`src/pms_defines.svh`:
```
// Offsets, field positions, reset values and counts of the management block
`ifndef PMS_DEFINES_SVH
`define PMS_DEFINES_SVH

// Serial frame counts
`define PMS_PRE_ONES      6'd32
`define PMS_OP_LAST       5'd1
`define PMS_ADDR_LAST     5'd9
`define PMS_TA_LAST       5'd1
`define PMS_DATA_LAST     5'd15
`define PMS_IGN_LAST      5'd17
`define PMS_OP_READ       2'b10
`define PMS_OP_WRITE      2'b01

// Management register numbers
`define PMS_REG_CTRL      5'h00
`define PMS_REG_STAT      5'h01
`define PMS_REG_ID1       5'h02
`define PMS_REG_ID2       5'h03
`define PMS_REG_ADV       5'h04
`define PMS_REG_LPA       5'h05
`define PMS_REG_ANX       5'h06
`define PMS_REG_INT       5'h1B
`define PMS_REG_CTRL2     5'h1F

// Field positions
`define PMS_CTRL_AN_BIT   12
`define PMS_CTRL_ISO_BIT  10
`define PMS_POL_BIT       9

// Reset values
`define PMS_ADV_RST       16'h0001
`define PMS_ADDR_DEFAULT  3'h1
`define PMS_BCAST_ADDR    5'h00

// Wishbone word offsets
`define PMS_WB_STAT       8'h00
`define PMS_WB_MASK       8'h04
`define PMS_WB_INFO       8'h08
`define PMS_WB_INTVIEW    8'h0C

// Wishbone status bits
`define PMS_EV_READ       0
`define PMS_EV_WRITE      1
`define PMS_EV_IGNORE     2

`endif

```
`src/pms_pkg.sv`:
```
// Types of the serial management block
package pms_pkg;

  typedef enum logic [2:0]
  {
    PMS_PRE   = 3'b000,
    PMS_START = 3'b001,
    PMS_OPC   = 3'b011,
    PMS_ADDR  = 3'b010,
    PMS_TA    = 3'b110,
    PMS_DATA  = 3'b111,
    PMS_IGN   = 3'b101
  } pms_fsm_type;

  typedef struct packed
  {
    pms_fsm_type  state;
    logic         mdc_prev;
    logic [5:0]   pre_cnt;
    logic [4:0]   bit_cnt;
    logic [15:0]  shift;
    logic         is_read;
    logic [4:0]   reg_num;
    logic [15:0]  rd_data;
    logic         mdio_o;
    logic         mdio_oe;
    logic [2:0]   strap_addr;
    logic         strap_an;
    logic         strap_iso;
    logic [15:0]  ctrl;
    logic [15:0]  adv;
    logic [7:0]   int_en;
    logic [7:0]   int_stat;
    logic [15:0]  ctrl2;
    logic         int_out;
    logic         wb_ack;
    logic [31:0]  wb_dat;
    logic [2:0]   wb_stat;
    logic [2:0]   wb_mask;
    logic         irq;
  } pms_regs_type;

endpackage

```
`src/pms_mgmt.sv`:
```
// Serial management slave, strap latch, interrupt register and Wishbone status port
//
// Our own choices: register access over Wishbone and the address map.
`timescale 1ns/10ps
`default_nettype none
`include "pms_defines.svh"

module pms_mgmt #(
  parameter logic [15:0] ID1_VALUE = 16'h1234,  // Arbitrary identifier value
  parameter logic [15:0] ID2_VALUE = 16'h5678   // Arbitrary identifier value
) (
  input  wire logic        clk_i,
  input  wire logic        rst_i,
  input  wire logic        mdc_i,
  input  wire logic        mdio_i,
  output logic             mdio_o,
  output logic             mdio_oe_o,
  input  wire logic [2:0]  device_address_strap_i,
  input  wire logic        autoneg_enable_strap_i,
  input  wire logic        mode_a_strap_i,
  input  wire logic [7:0]  cond_event_i,
  input  wire logic [15:0] phy_status_i,
  output logic [15:0]      ctrl_o,
  output logic             interrupt_output_o,
  input  wire logic        wb_cyc_i,
  input  wire logic        wb_stb_i,
  input  wire logic        wb_we_i,
  input  wire logic [7:0]  wb_adr_i,
  input  wire logic [3:0]  wb_sel_i,
  input  wire logic [31:0] wb_dat_i,
  output logic [31:0]      wb_dat_o,
  output logic             wb_ack_o,
  output logic             irq_o
);

  pms_pkg::pms_regs_type q;
  pms_pkg::pms_regs_type d;

  logic [6:0]  sync_q;
  logic        mdc_s;
  logic        mdio_s;
  logic [2:0]  addr_s;
  logic        an_s;
  logic        iso_s;
  logic [4:0]  own_addr;
  logic        mdc_rise;
  logic [9:0]  addr_bits;
  logic        addr_hit;
  logic        int_clr;
  logic        int_pending;
  logic        wb_req;

  // ***********************************************
  // Pin synchronisers
  // ***********************************************
  pms_sync #(
    .W (7)
  ) u_sync (
    .clk_i (clk_i),
    .d_i   ({mdc_i, mdio_i, device_address_strap_i, autoneg_enable_strap_i, mode_a_strap_i}),
    .q_o   (sync_q)
  );

  assign mdc_s  = sync_q[6];
  assign mdio_s = sync_q[5];
  assign addr_s = sync_q[4:2];
  assign an_s   = sync_q[1];
  assign iso_s  = sync_q[0];

  // ***********************************************
  // Register read mux
  // ***********************************************
  function automatic logic [15:0] pms_read_reg(input logic [4:0] num, input pms_pkg::pms_regs_type r,
                                               input logic [15:0] stat);
    logic [15:0] v;
    v = 16'h0000;
    case (num)
      `PMS_REG_CTRL:  v = r.ctrl;
      `PMS_REG_STAT:  v = stat;
      `PMS_REG_ID1:   v = ID1_VALUE;
      `PMS_REG_ID2:   v = ID2_VALUE;
      `PMS_REG_ADV:   v = r.adv;
      `PMS_REG_INT:   v = {r.int_en, r.int_stat};
      `PMS_REG_CTRL2: v = r.ctrl2;
      default:        v = 16'h0000;
    endcase
    return v;
  endfunction

  assign own_addr    = {2'b00, q.strap_addr};
  assign mdc_rise    = mdc_s & ~q.mdc_prev;
  assign addr_bits   = {q.shift[8:0], mdio_s};
  assign addr_hit    = (addr_bits[9:5] == own_addr) || (addr_bits[9:5] == `PMS_BCAST_ADDR);
  assign int_pending = |(q.int_en & q.int_stat);
  assign wb_req      = wb_cyc_i & wb_stb_i & ~q.wb_ack;

  // ***********************************************
  // Next state
  // ***********************************************
  always_comb
  begin
    d        = q;
    int_clr  = 1'b0;
    d.mdc_prev = mdc_s;
    d.wb_stat  = (wb_req && !wb_we_i && (wb_adr_i == `PMS_WB_STAT)) ? 3'b000 : q.wb_stat;  // Set wins

    if (mdc_rise)
    begin
      case (q.state)
        pms_pkg::PMS_PRE:
        begin
          if (mdio_s)
          begin
            if (q.pre_cnt != `PMS_PRE_ONES)
            begin
              d.pre_cnt = q.pre_cnt + 6'd1;
            end
          end
          else if (q.pre_cnt == `PMS_PRE_ONES)
          begin
            d.state = pms_pkg::PMS_START;
          end
          else
          begin
            d.pre_cnt = 6'd0;
          end
        end
        pms_pkg::PMS_START:
        begin
          d.pre_cnt = 6'd0;
          d.bit_cnt = 5'd0;
          d.state   = mdio_s ? pms_pkg::PMS_OPC : pms_pkg::PMS_PRE;
        end
        pms_pkg::PMS_OPC:
        begin
          d.shift   = {q.shift[14:0], mdio_s};
          d.bit_cnt = q.bit_cnt + 5'd1;
          if (q.bit_cnt == `PMS_OP_LAST)
          begin
            d.bit_cnt = 5'd0;
            d.is_read = ({q.shift[0], mdio_s} == `PMS_OP_READ);
            if (({q.shift[0], mdio_s} == `PMS_OP_READ) || ({q.shift[0], mdio_s} == `PMS_OP_WRITE))
            begin
              d.state = pms_pkg::PMS_ADDR;
            end
            else
            begin
              d.state = pms_pkg::PMS_PRE;
            end
          end
        end
        pms_pkg::PMS_ADDR:
        begin
          d.shift   = {q.shift[14:0], mdio_s};
          d.bit_cnt = q.bit_cnt + 5'd1;
          if (q.bit_cnt == `PMS_ADDR_LAST)
          begin
            d.bit_cnt = 5'd0;
            d.reg_num = addr_bits[4:0];
            if (!addr_hit)
            begin
              d.state = pms_pkg::PMS_IGN;
              d.wb_stat[`PMS_EV_IGNORE] = 1'b1;
            end
            else
            begin
              d.state = pms_pkg::PMS_TA;
              if (q.is_read)
              begin
                d.rd_data = pms_read_reg(addr_bits[4:0], q, phy_status_i);
                int_clr   = (addr_bits[4:0] == `PMS_REG_INT);
              end
            end
          end
        end
        pms_pkg::PMS_TA:
        begin
          // First turnaround bit stays released; drive starts after its edge
          d.bit_cnt = q.bit_cnt + 5'd1;
          if (q.is_read && (q.bit_cnt == 5'd0))
          begin
            d.mdio_oe = 1'b1;
            d.mdio_o  = 1'b0;
          end
          if (q.bit_cnt == `PMS_TA_LAST)
          begin
            d.bit_cnt = 5'd0;
            d.state   = pms_pkg::PMS_DATA;
            if (q.is_read)
            begin
              d.mdio_o  = q.rd_data[15];
              d.rd_data = {q.rd_data[14:0], 1'b0};
            end
          end
        end
        pms_pkg::PMS_DATA:
        begin
          d.bit_cnt = q.bit_cnt + 5'd1;
          d.shift   = {q.shift[14:0], mdio_s};
          if (q.is_read)
          begin
            d.mdio_o  = q.rd_data[15];
            d.rd_data = {q.rd_data[14:0], 1'b0};
          end
          if (q.bit_cnt == `PMS_DATA_LAST)
          begin
            d.bit_cnt = 5'd0;
            d.pre_cnt = 6'd0;
            d.state   = pms_pkg::PMS_PRE;
            d.mdio_oe = 1'b0;
            d.mdio_o  = 1'b0;
            if (q.is_read)
            begin
              d.wb_stat[`PMS_EV_READ] = 1'b1;
            end
            else
            begin
              d.wb_stat[`PMS_EV_WRITE] = 1'b1;
              case (q.reg_num)
                `PMS_REG_CTRL:  d.ctrl   = {q.shift[14:0], mdio_s};
                `PMS_REG_ADV:   d.adv    = {q.shift[14:0], mdio_s};
                `PMS_REG_INT:   d.int_en = q.shift[14:7];
                `PMS_REG_CTRL2: d.ctrl2  = {q.shift[14:0], mdio_s};
                default:        d.ctrl   = q.ctrl;
              endcase
            end
          end
        end
        pms_pkg::PMS_IGN:
        begin
          d.bit_cnt = q.bit_cnt + 5'd1;
          if (q.bit_cnt == `PMS_IGN_LAST)
          begin
            d.bit_cnt = 5'd0;
            d.pre_cnt = 6'd0;
            d.state   = pms_pkg::PMS_PRE;
          end
        end
        default:
        begin
          d.state   = pms_pkg::PMS_PRE;
          d.pre_cnt = 6'd0;
          d.mdio_oe = 1'b0;
        end
      endcase
    end

    // ***********************************************
    // Condition status and interrupt pin
    // ***********************************************
    // Set wins over the read clear so a condition in the clearing cycle survives
    d.int_stat = (int_clr ? 8'h00 : q.int_stat) | cond_event_i;
    d.int_out  = q.ctrl2[`PMS_POL_BIT] ? int_pending : ~int_pending;

    // ***********************************************
    // Wishbone slave
    // ***********************************************
    d.wb_ack = wb_req;
    if (wb_req && wb_we_i && wb_sel_i[0] && (wb_adr_i == `PMS_WB_MASK))
    begin
      d.wb_mask = wb_dat_i[2:0];
    end
    if (wb_req && !wb_we_i)
    begin
      case (wb_adr_i)
        `PMS_WB_STAT:    d.wb_dat = {29'h0, q.wb_stat};
        `PMS_WB_MASK:    d.wb_dat = {29'h0, q.wb_mask};
        `PMS_WB_INFO:    d.wb_dat = {25'h0, q.strap_iso, q.strap_an, own_addr};
        `PMS_WB_INTVIEW: d.wb_dat = {16'h0, q.int_en, q.int_stat};
        default:         d.wb_dat = 32'h0000_0000;
      endcase
    end
    d.irq = |(q.wb_stat & q.wb_mask);

    // ***********************************************
    // Reset and strap capture
    // ***********************************************
    if (rst_i)
    begin
      d            = '0;
      d.state      = pms_pkg::PMS_PRE;
      d.mdc_prev   = mdc_s;
      d.strap_addr = (addr_s == 3'h0) ? `PMS_ADDR_DEFAULT : addr_s;
      d.strap_an   = an_s;
      d.strap_iso  = iso_s;
      d.ctrl[`PMS_CTRL_AN_BIT]  = an_s;
      d.ctrl[`PMS_CTRL_ISO_BIT] = iso_s;
      d.adv        = `PMS_ADV_RST;
      d.int_out    = 1'b1;
    end
  end

  always_ff @(posedge clk_i)
  begin
    q <= d;
  end

  assign mdio_o             = q.mdio_o;
  assign mdio_oe_o          = q.mdio_oe;
  assign ctrl_o             = q.ctrl;
  assign interrupt_output_o = q.int_out;
  assign wb_dat_o           = q.wb_dat;
  assign wb_ack_o           = q.wb_ack;
  assign irq_o              = q.irq;
endmodule
`default_nettype wire

```
`src/pms_sync.sv`:
```
// Two-flop synchroniser for pins that come from outside the clock domain
`timescale 1ns/10ps
`default_nettype none

module pms_sync #(
  parameter int W = 1
) (
  input  wire logic         clk_i,
  input  wire logic [W-1:0] d_i,
  output logic      [W-1:0] q_o
);

  typedef struct packed
  {
    logic [W-1:0] s1;
    logic [W-1:0] s2;
  } pms_sync_type;

  pms_sync_type q;
  pms_sync_type d;

  // No reset: straps must keep flowing through while the chip is held in reset
  always_comb
  begin
    d.s1 = d_i;
    d.s2 = q.s1;
  end

  always_ff @(posedge clk_i)
  begin
    q <= d;
  end

  assign q_o = q.s2;

endmodule
`default_nettype wire

```
`config.mk`:
```
export PLATFORM = sky130hd
export DESIGN_NAME = pms_mgmt
export DESIGN_NICKNAME = d
export VERILOG_FILES = /design/src/pms_pkg.sv /design/src/pms_mgmt.sv /design/src/pms_sync.sv
export VERILOG_INCLUDE_DIRS = /design/src /design/src/src
export SDC_FILE = /design/constraint.sdc
export NUM_CORES = 1
export LEC_CHECK = 0
export BUFFER_PORTS_ARGS = -buffer_cell sky130_fd_sc_hd__buf_2
export CELL_PAD_IN_SITES_DETAIL_PLACEMENT = 1
export CELL_PAD_IN_SITES_GLOBAL_PLACEMENT = 1
export CORE_AREA = 2 2 144 146
export DETAILED_ROUTE_END_ITERATION = 16
export DIE_AREA = 0 0 146 148
export PLACE_DENSITY_LB_ADDON = 0.2
export SLEW_MARGIN = 5
export SYNTH_ARGS = -nofsm -noshare
export SYNTH_HDL_FRONTEND = slang
export SYNTH_SLANG_ARGS = --single-unit
```
`constraint.sdc`:
```
create_clock -name clk_i -period 2.2 [get_ports clk_i]
set_input_delay 0.11 -clock clk_i [delete_from_list [all_inputs] [get_ports clk_i]]
set_output_delay 0.11 -clock clk_i [all_outputs]
set_load 0.005 [all_outputs]
```
* After elaboration in Yosys (flattened, before gate mapping) *
Cells that the tools add are included.

storage, ports and cells
  register bits = 179
  bits of input ports = 80
  word-level logic and storage cells = 191

operators by class
  add/sub/neg operators = 2
  equality and inequality tests = 43
  mux-type cells = 64
  bitwise gates (word level) = 12
  reduce and logical (&&, ||, !) cells = 43

operators with widths
  cell                count
  $mux 37             4
  $mux 16             8
  $pmux 16 s7         1
  $mux 102            1
  $pmux 16 s4         1
  $mux 17             3
  $pmux 16 s3         1
  $mux 32             1
  $mux 3              10
  $ne 2x2->1 const B  13
  $eq 5x5->1 const B  5
  $pmux 5 s5          1
  $reduce_and 5->1    5
  $pmux 6 s4          1
  $mux 11             2
  $mux 21             1
  $pmux 3 s7          1
  $logic_not 5->1     4
  $mux 6              3
  $eq 8x4->1 const B  2
  $mux 8              2
  $reduce_and 8->1    2
  $mux 2              7
  $mux 13             1
  other kinds (42)    84

* Logic depth before layout (Yosys ltp) *
  depth in word-level cells = 10
  mapped depth = 10
  gate-level depth less buffers = 8

* Hierarchy *
A second synthesis with hierarchy kept.

unflattened totals
  cell total of the unflattened synthesis = 907
  area, all modules = 7689.9 µm²

by module, submodules not included
  module    instances  cells each  area each (µm²)  seq. area each (µm²)
  pms_mgmt  1          893         7409.6           3032.9
  pms_sync  1          14          280.3            280.3

* Least setup slack after synthesis *
OpenSTA, ideal clock, no wires.

  kind = register to register
  start = register q[150] in the netlist's numbering
  end = register q[163] in the netlist's numbering
  arrival = 2.061 ns
  required time = 2.126 ns
  path slack = 0.065 ns
  stages on the path, launching flop included = 8
  path buffers = 0
  period minus slack after synthesis = 2.135 ns
  cell sequence = dfxtp_1 ha_1 and3_1 ha_1 o21ai_0 a2111o_1 or4b_1 a31oi_1

between the ends
  longest elaborated chain between the ends = 3

RTL lines
  element                                                    RTL line         source
  from (decl)                                                pms_mgmt.sv:36   pms_pkg::pms_regs_type q;
  from (signal assigned)                                     pms_mgmt.sv:295  q <= d;
  $eq 5x5->1 (no source line), or another cell as far along  -
  $ne 2x2->1 (no source line)                                -
  $reduce_and 8->1 (no source line) (*)                      -

Every way passes the cells marked *; elsewhere a longest branch is shown, timed or not.
A chain may end at the register's enable or synchronous reset.

* Worst setup path after layout *
  start = register q[151] in the netlist's numbering
  end = register q[163] in the netlist's numbering

Same word-level chain as after synthesis.

==> out/metrics.csv <==
metric,value,unit
r2r_setup_slack,-80,ps
p_leak,3.89,nW
max_freq,438,MHz
io_buffers,84,
async_flop_share,0,
cp_max_fo,4,
power_frac_comb,0.055,
synth_top_family_by_area,compound AO/OA/AOI/OAI gates,
worstHoldPathType,input port to flip-flop,
layout-drive-gt1-share,0.256,
ir_drop,0.558,mV
setup_violations,1,
p_sw_frac,0.240,
synth-compound-area-share,0.186,
synth_flop_cell,dfxtp_1,
required,2560,ps
p_per_area,693,nW/um^2
synthAdderAreaFrac,0.0184,
grt_max_degree,137,
fin_area,9300,sq um
insertion_delay,430,ps
maxSlewHeadroom,0.545,
cp-start-kind,flip-flop,
path_class,flip-flop to flip-flop,
place_congestion,0.833,
synth_mux_area_frac,0.0934,
firstDrtPassIters,7,
fin_setup_tns,-85.0,ps
clock_power_share,0.473,
nets,1006,
syn_area,7470,sq um
hold_viol,0,
grt_use_met3,0.0420,
maxCapViolations,0,
numPlacedInstances,1133,
grt.met2_usage,0.382,
postPlaceCellArea,8140,sq um
io_pins,133,
cts_sinks,162,
num_rows,52,
worstHoldStart,rst_i,
path_clk_slew,60,ps
skew,7.39,ps
die_area,21600,sq um
vias_per_cell,5.49,
cts_max_level,4,
fp.dieH,148,microns
area_growth,24.5,%
netlist-cell-type-count,68,
pwr-share-seq,0.473,
drc,0,
die_x,146,microns
r2r_start,q[151]$_SDFFE_PP0P_,
drt-total-wl,24600,microns
grt_usage,0.221,
stdcell_count,1198,
ant_nets,0,
cp.arrival,2640,ps
worstMarginPinSlew,682,ps
rsz0062_at_grt,yes,
synth_area_per_cell,9.12,sq um
grt_pass1_wl,37500,microns
final_max_slew_viol_count,0,
period_share,1.04,
antenna_cells,0,
synth-seq-cells,162,
first_iter_violations,517,
status,"complete, but fails checks",
wire_per_inst,20.5,microns
numCtsBuffers,17,
vias,6572,
period_minus_slack,2280,ps
p_total,6.45,mW
violations,setup timing,
grt_busiest_layer,met2,
synth_xor_area_frac,0.00234,
cts-root-buf,clkbuf_16,
core_area,20000,sq um
p_int,4.90,mW
p_sw,1.55,mW
fill_cells,2294,
finalWorstSetupSlack,-85.0,ps
antenna_found_initial,0,
grt_overflow,0,
hpwlAfterDp,16400,microns
clk_path_buf_depth,2,
grt_pass1_vias,6804,
yosysSeqAreaShare,0.443,
end_kind,flip-flop,
syn-instance-count,819,
cts_tree,built,
synth-simple-area-share,0.160,
yosysWarnings,0,
synth_edf_count,7,
globalRouteMet1Util,0.277,
startpoint,q[151]$_SDFFE_PP0P_,
final_util,0.464,
start_util,0.373,
==> synthesized netlist by cell type (3+ instances only) <==
library cell | number | area, sq um
a21boi_0 | 4 | 30.0
nor2_2 | 4 | 25.0
nand2_1 | 65 | 244
a22oi_1 | 45 | 338
buf_2 | 14 | 70.1
nand3_1 | 17 | 85.1
buf_4 | 51 | 383
inv_1 | 20 | 75.1
nor3_1 | 9 | 45.0
a221oi_1 | 11 | 96.3
buf_6 | 3 | 33.8
nor2b_1 | 4 | 25.0
o21ai_0 | 11 | 55.1
ha_1 | 11 | 138
a31oi_1 | 6 | 37.5
o21ai_1 | 6 | 30.0
mux4_2 | 3 | 67.6
edfxtp_1 | 7 | 210
nand3b_1 | 5 | 37.5
and2_1 | 5 | 31.3
dfxtp_1 | 155 | 3100
a22o_1 | 8 | 70.1
a21oi_1 | 40 | 200
a222oi_1 | 11 | 110
clkbuf_1 | 40 | 150
a211oi_1 | 17 | 128
nor2_1 | 112 | 420
mux2i_1 | 63 | 631
and3_1 | 8 | 50.1
nand4_1 | 5 | 31.3
a31o_1 | 9 | 78.8
==> power groups by stage <==
| stage | Combinational (mW) | Sequential, mW | Clock [mW] |
|---|---|---|---|
| 6_report | 0.353 | 3.05 | 3.05 |
| 5_1_grt | 0.383 | 3.05 | 3.24 |
| 4_1_cts | 0.339 | 3.05 | 3.11 |
| 3_5_place_dp | 0.304 | 3.11 | 0 |
| 3_3_place_gp | 0.295 | 3.11 | 0 |
| 2_1_floorplan | 0.193 | 3.08 | 0 |
==> cell families after synthesis <==
family          count (synthesis)
simple gates                  257
compound gates                191
flops                         162
buf+inv                       129
mux                            66
fa+ha+maj                      11
xor+xnor                        2
other cells                     1
==> through the flow <==
| stage | hold WS, ps | setup WS [ps] |
|---|---|---|
| after global routing | 139 | -148 |
| final | 115 | -85.0 |
| after global placement | 216 | -52.8 |
| after floorplan | 138 | 64.7 |
| after detailed placement | 214 | -211 |
| after CTS | 103 | 1.68 |
==> path summary, 6_finish.rpt <==
kind | to | depth (start not counted)
hold / removal | interrupt_output_o$_SDFF_PP1_ | 3
setup / recovery | q[163]$_SDFFE_PP0P_ | 8
setup reg to reg | q[163]$_SDFFE_PP0P_ | 8
hold reg to reg | u_sync.q_o[5]$_DFF_P_ | 0
==> layer usage <==
layer,up-vias,wire length [microns],part of all wire
li1,3060,-,-
met1,3297,10900,0.44
met2,172,12100,0.49
met3,43,1040,0.042
met4,0,605,0.025
met5,-,0,0
==> critical path: stages, from the launching register on <==
cell      delay [ps]
dfxtp_4          370
inv_4             70
ha_4             140
nor3b_4          230
buf_4            160
a31oi_4           70
a2111o_1         450
or4b_1           550
a31oi_1          170
==> cell type report <==
cell class              count  area [sq um]  area share
inverters                  21          81.3     0.00874
multi-input cells         543          3730       0.400
clock buffers              19           453      0.0487
clock inverters            13           150      0.0161
repair buffers            170          1230       0.132
flip-flops and latches    162          3330       0.357
well taps                 270           338      0.0363
==> registers in the layout (all words and copies together), names as in the netlist <==
signal / count
addr_bits: 9
u_sync.d: 7
wb_dat_o: 16
mdio_o: 1
u_sync.q_o: 7
ctrl_o: 16
irq_o: 1
wb_ack_o: 1
q: 99
mdio_oe_o: 1
own_addr: 3
interrupt_output_o: 1
==> what timing repair did <==
item	in CTS	in global routing
pin swaps	3	10
setup buffers	2	8
resized for setup	24	42
gates cloned	0	3
endpoints found under the hold margin	19	0
setup endpoints to repair	57	68
hold buffers	20	0
==> placed cells by master, fill, tap and decap left out, types with 4 or more instances in the layout <==
| cell type | instances |
|---|---|
| edfxtp_1 | 7 |
| clkbuf_16 | 18 |
| a221oi_2 | 6 |
| buf_2 | 85 |
| a31o_1 | 9 |
| inv_1 | 19 |
| a22oi_1 | 45 |
| buf_12 | 7 |
| buf_4 | 54 |
| nand4_1 | 5 |
| a211oi_1 | 15 |
| conb_1 | 16 |
| nand3b_1 | 5 |
| a221oi_1 | 5 |
| and3_1 | 6 |
| clkinv_4 | 4 |
| ha_1 | 7 |
| and2_1 | 4 |
| nor3_1 | 8 |
| mux2i_1 | 62 |
| o21ai_1 | 6 |
| dfxtp_1 | 147 |
| nand3_1 | 16 |
| a222oi_1 | 11 |
| o21ai_0 | 10 |
| dlygate4sd3_1 | 20 |
| nand2_1 | 65 |
| a22o_1 | 8 |
| nor2_1 | 112 |
| a31oi_1 | 5 |
| dfxtp_2 | 7 |
| a21oi_1 | 37 |
Note: power is estimated with default switching activity, not from simulation.
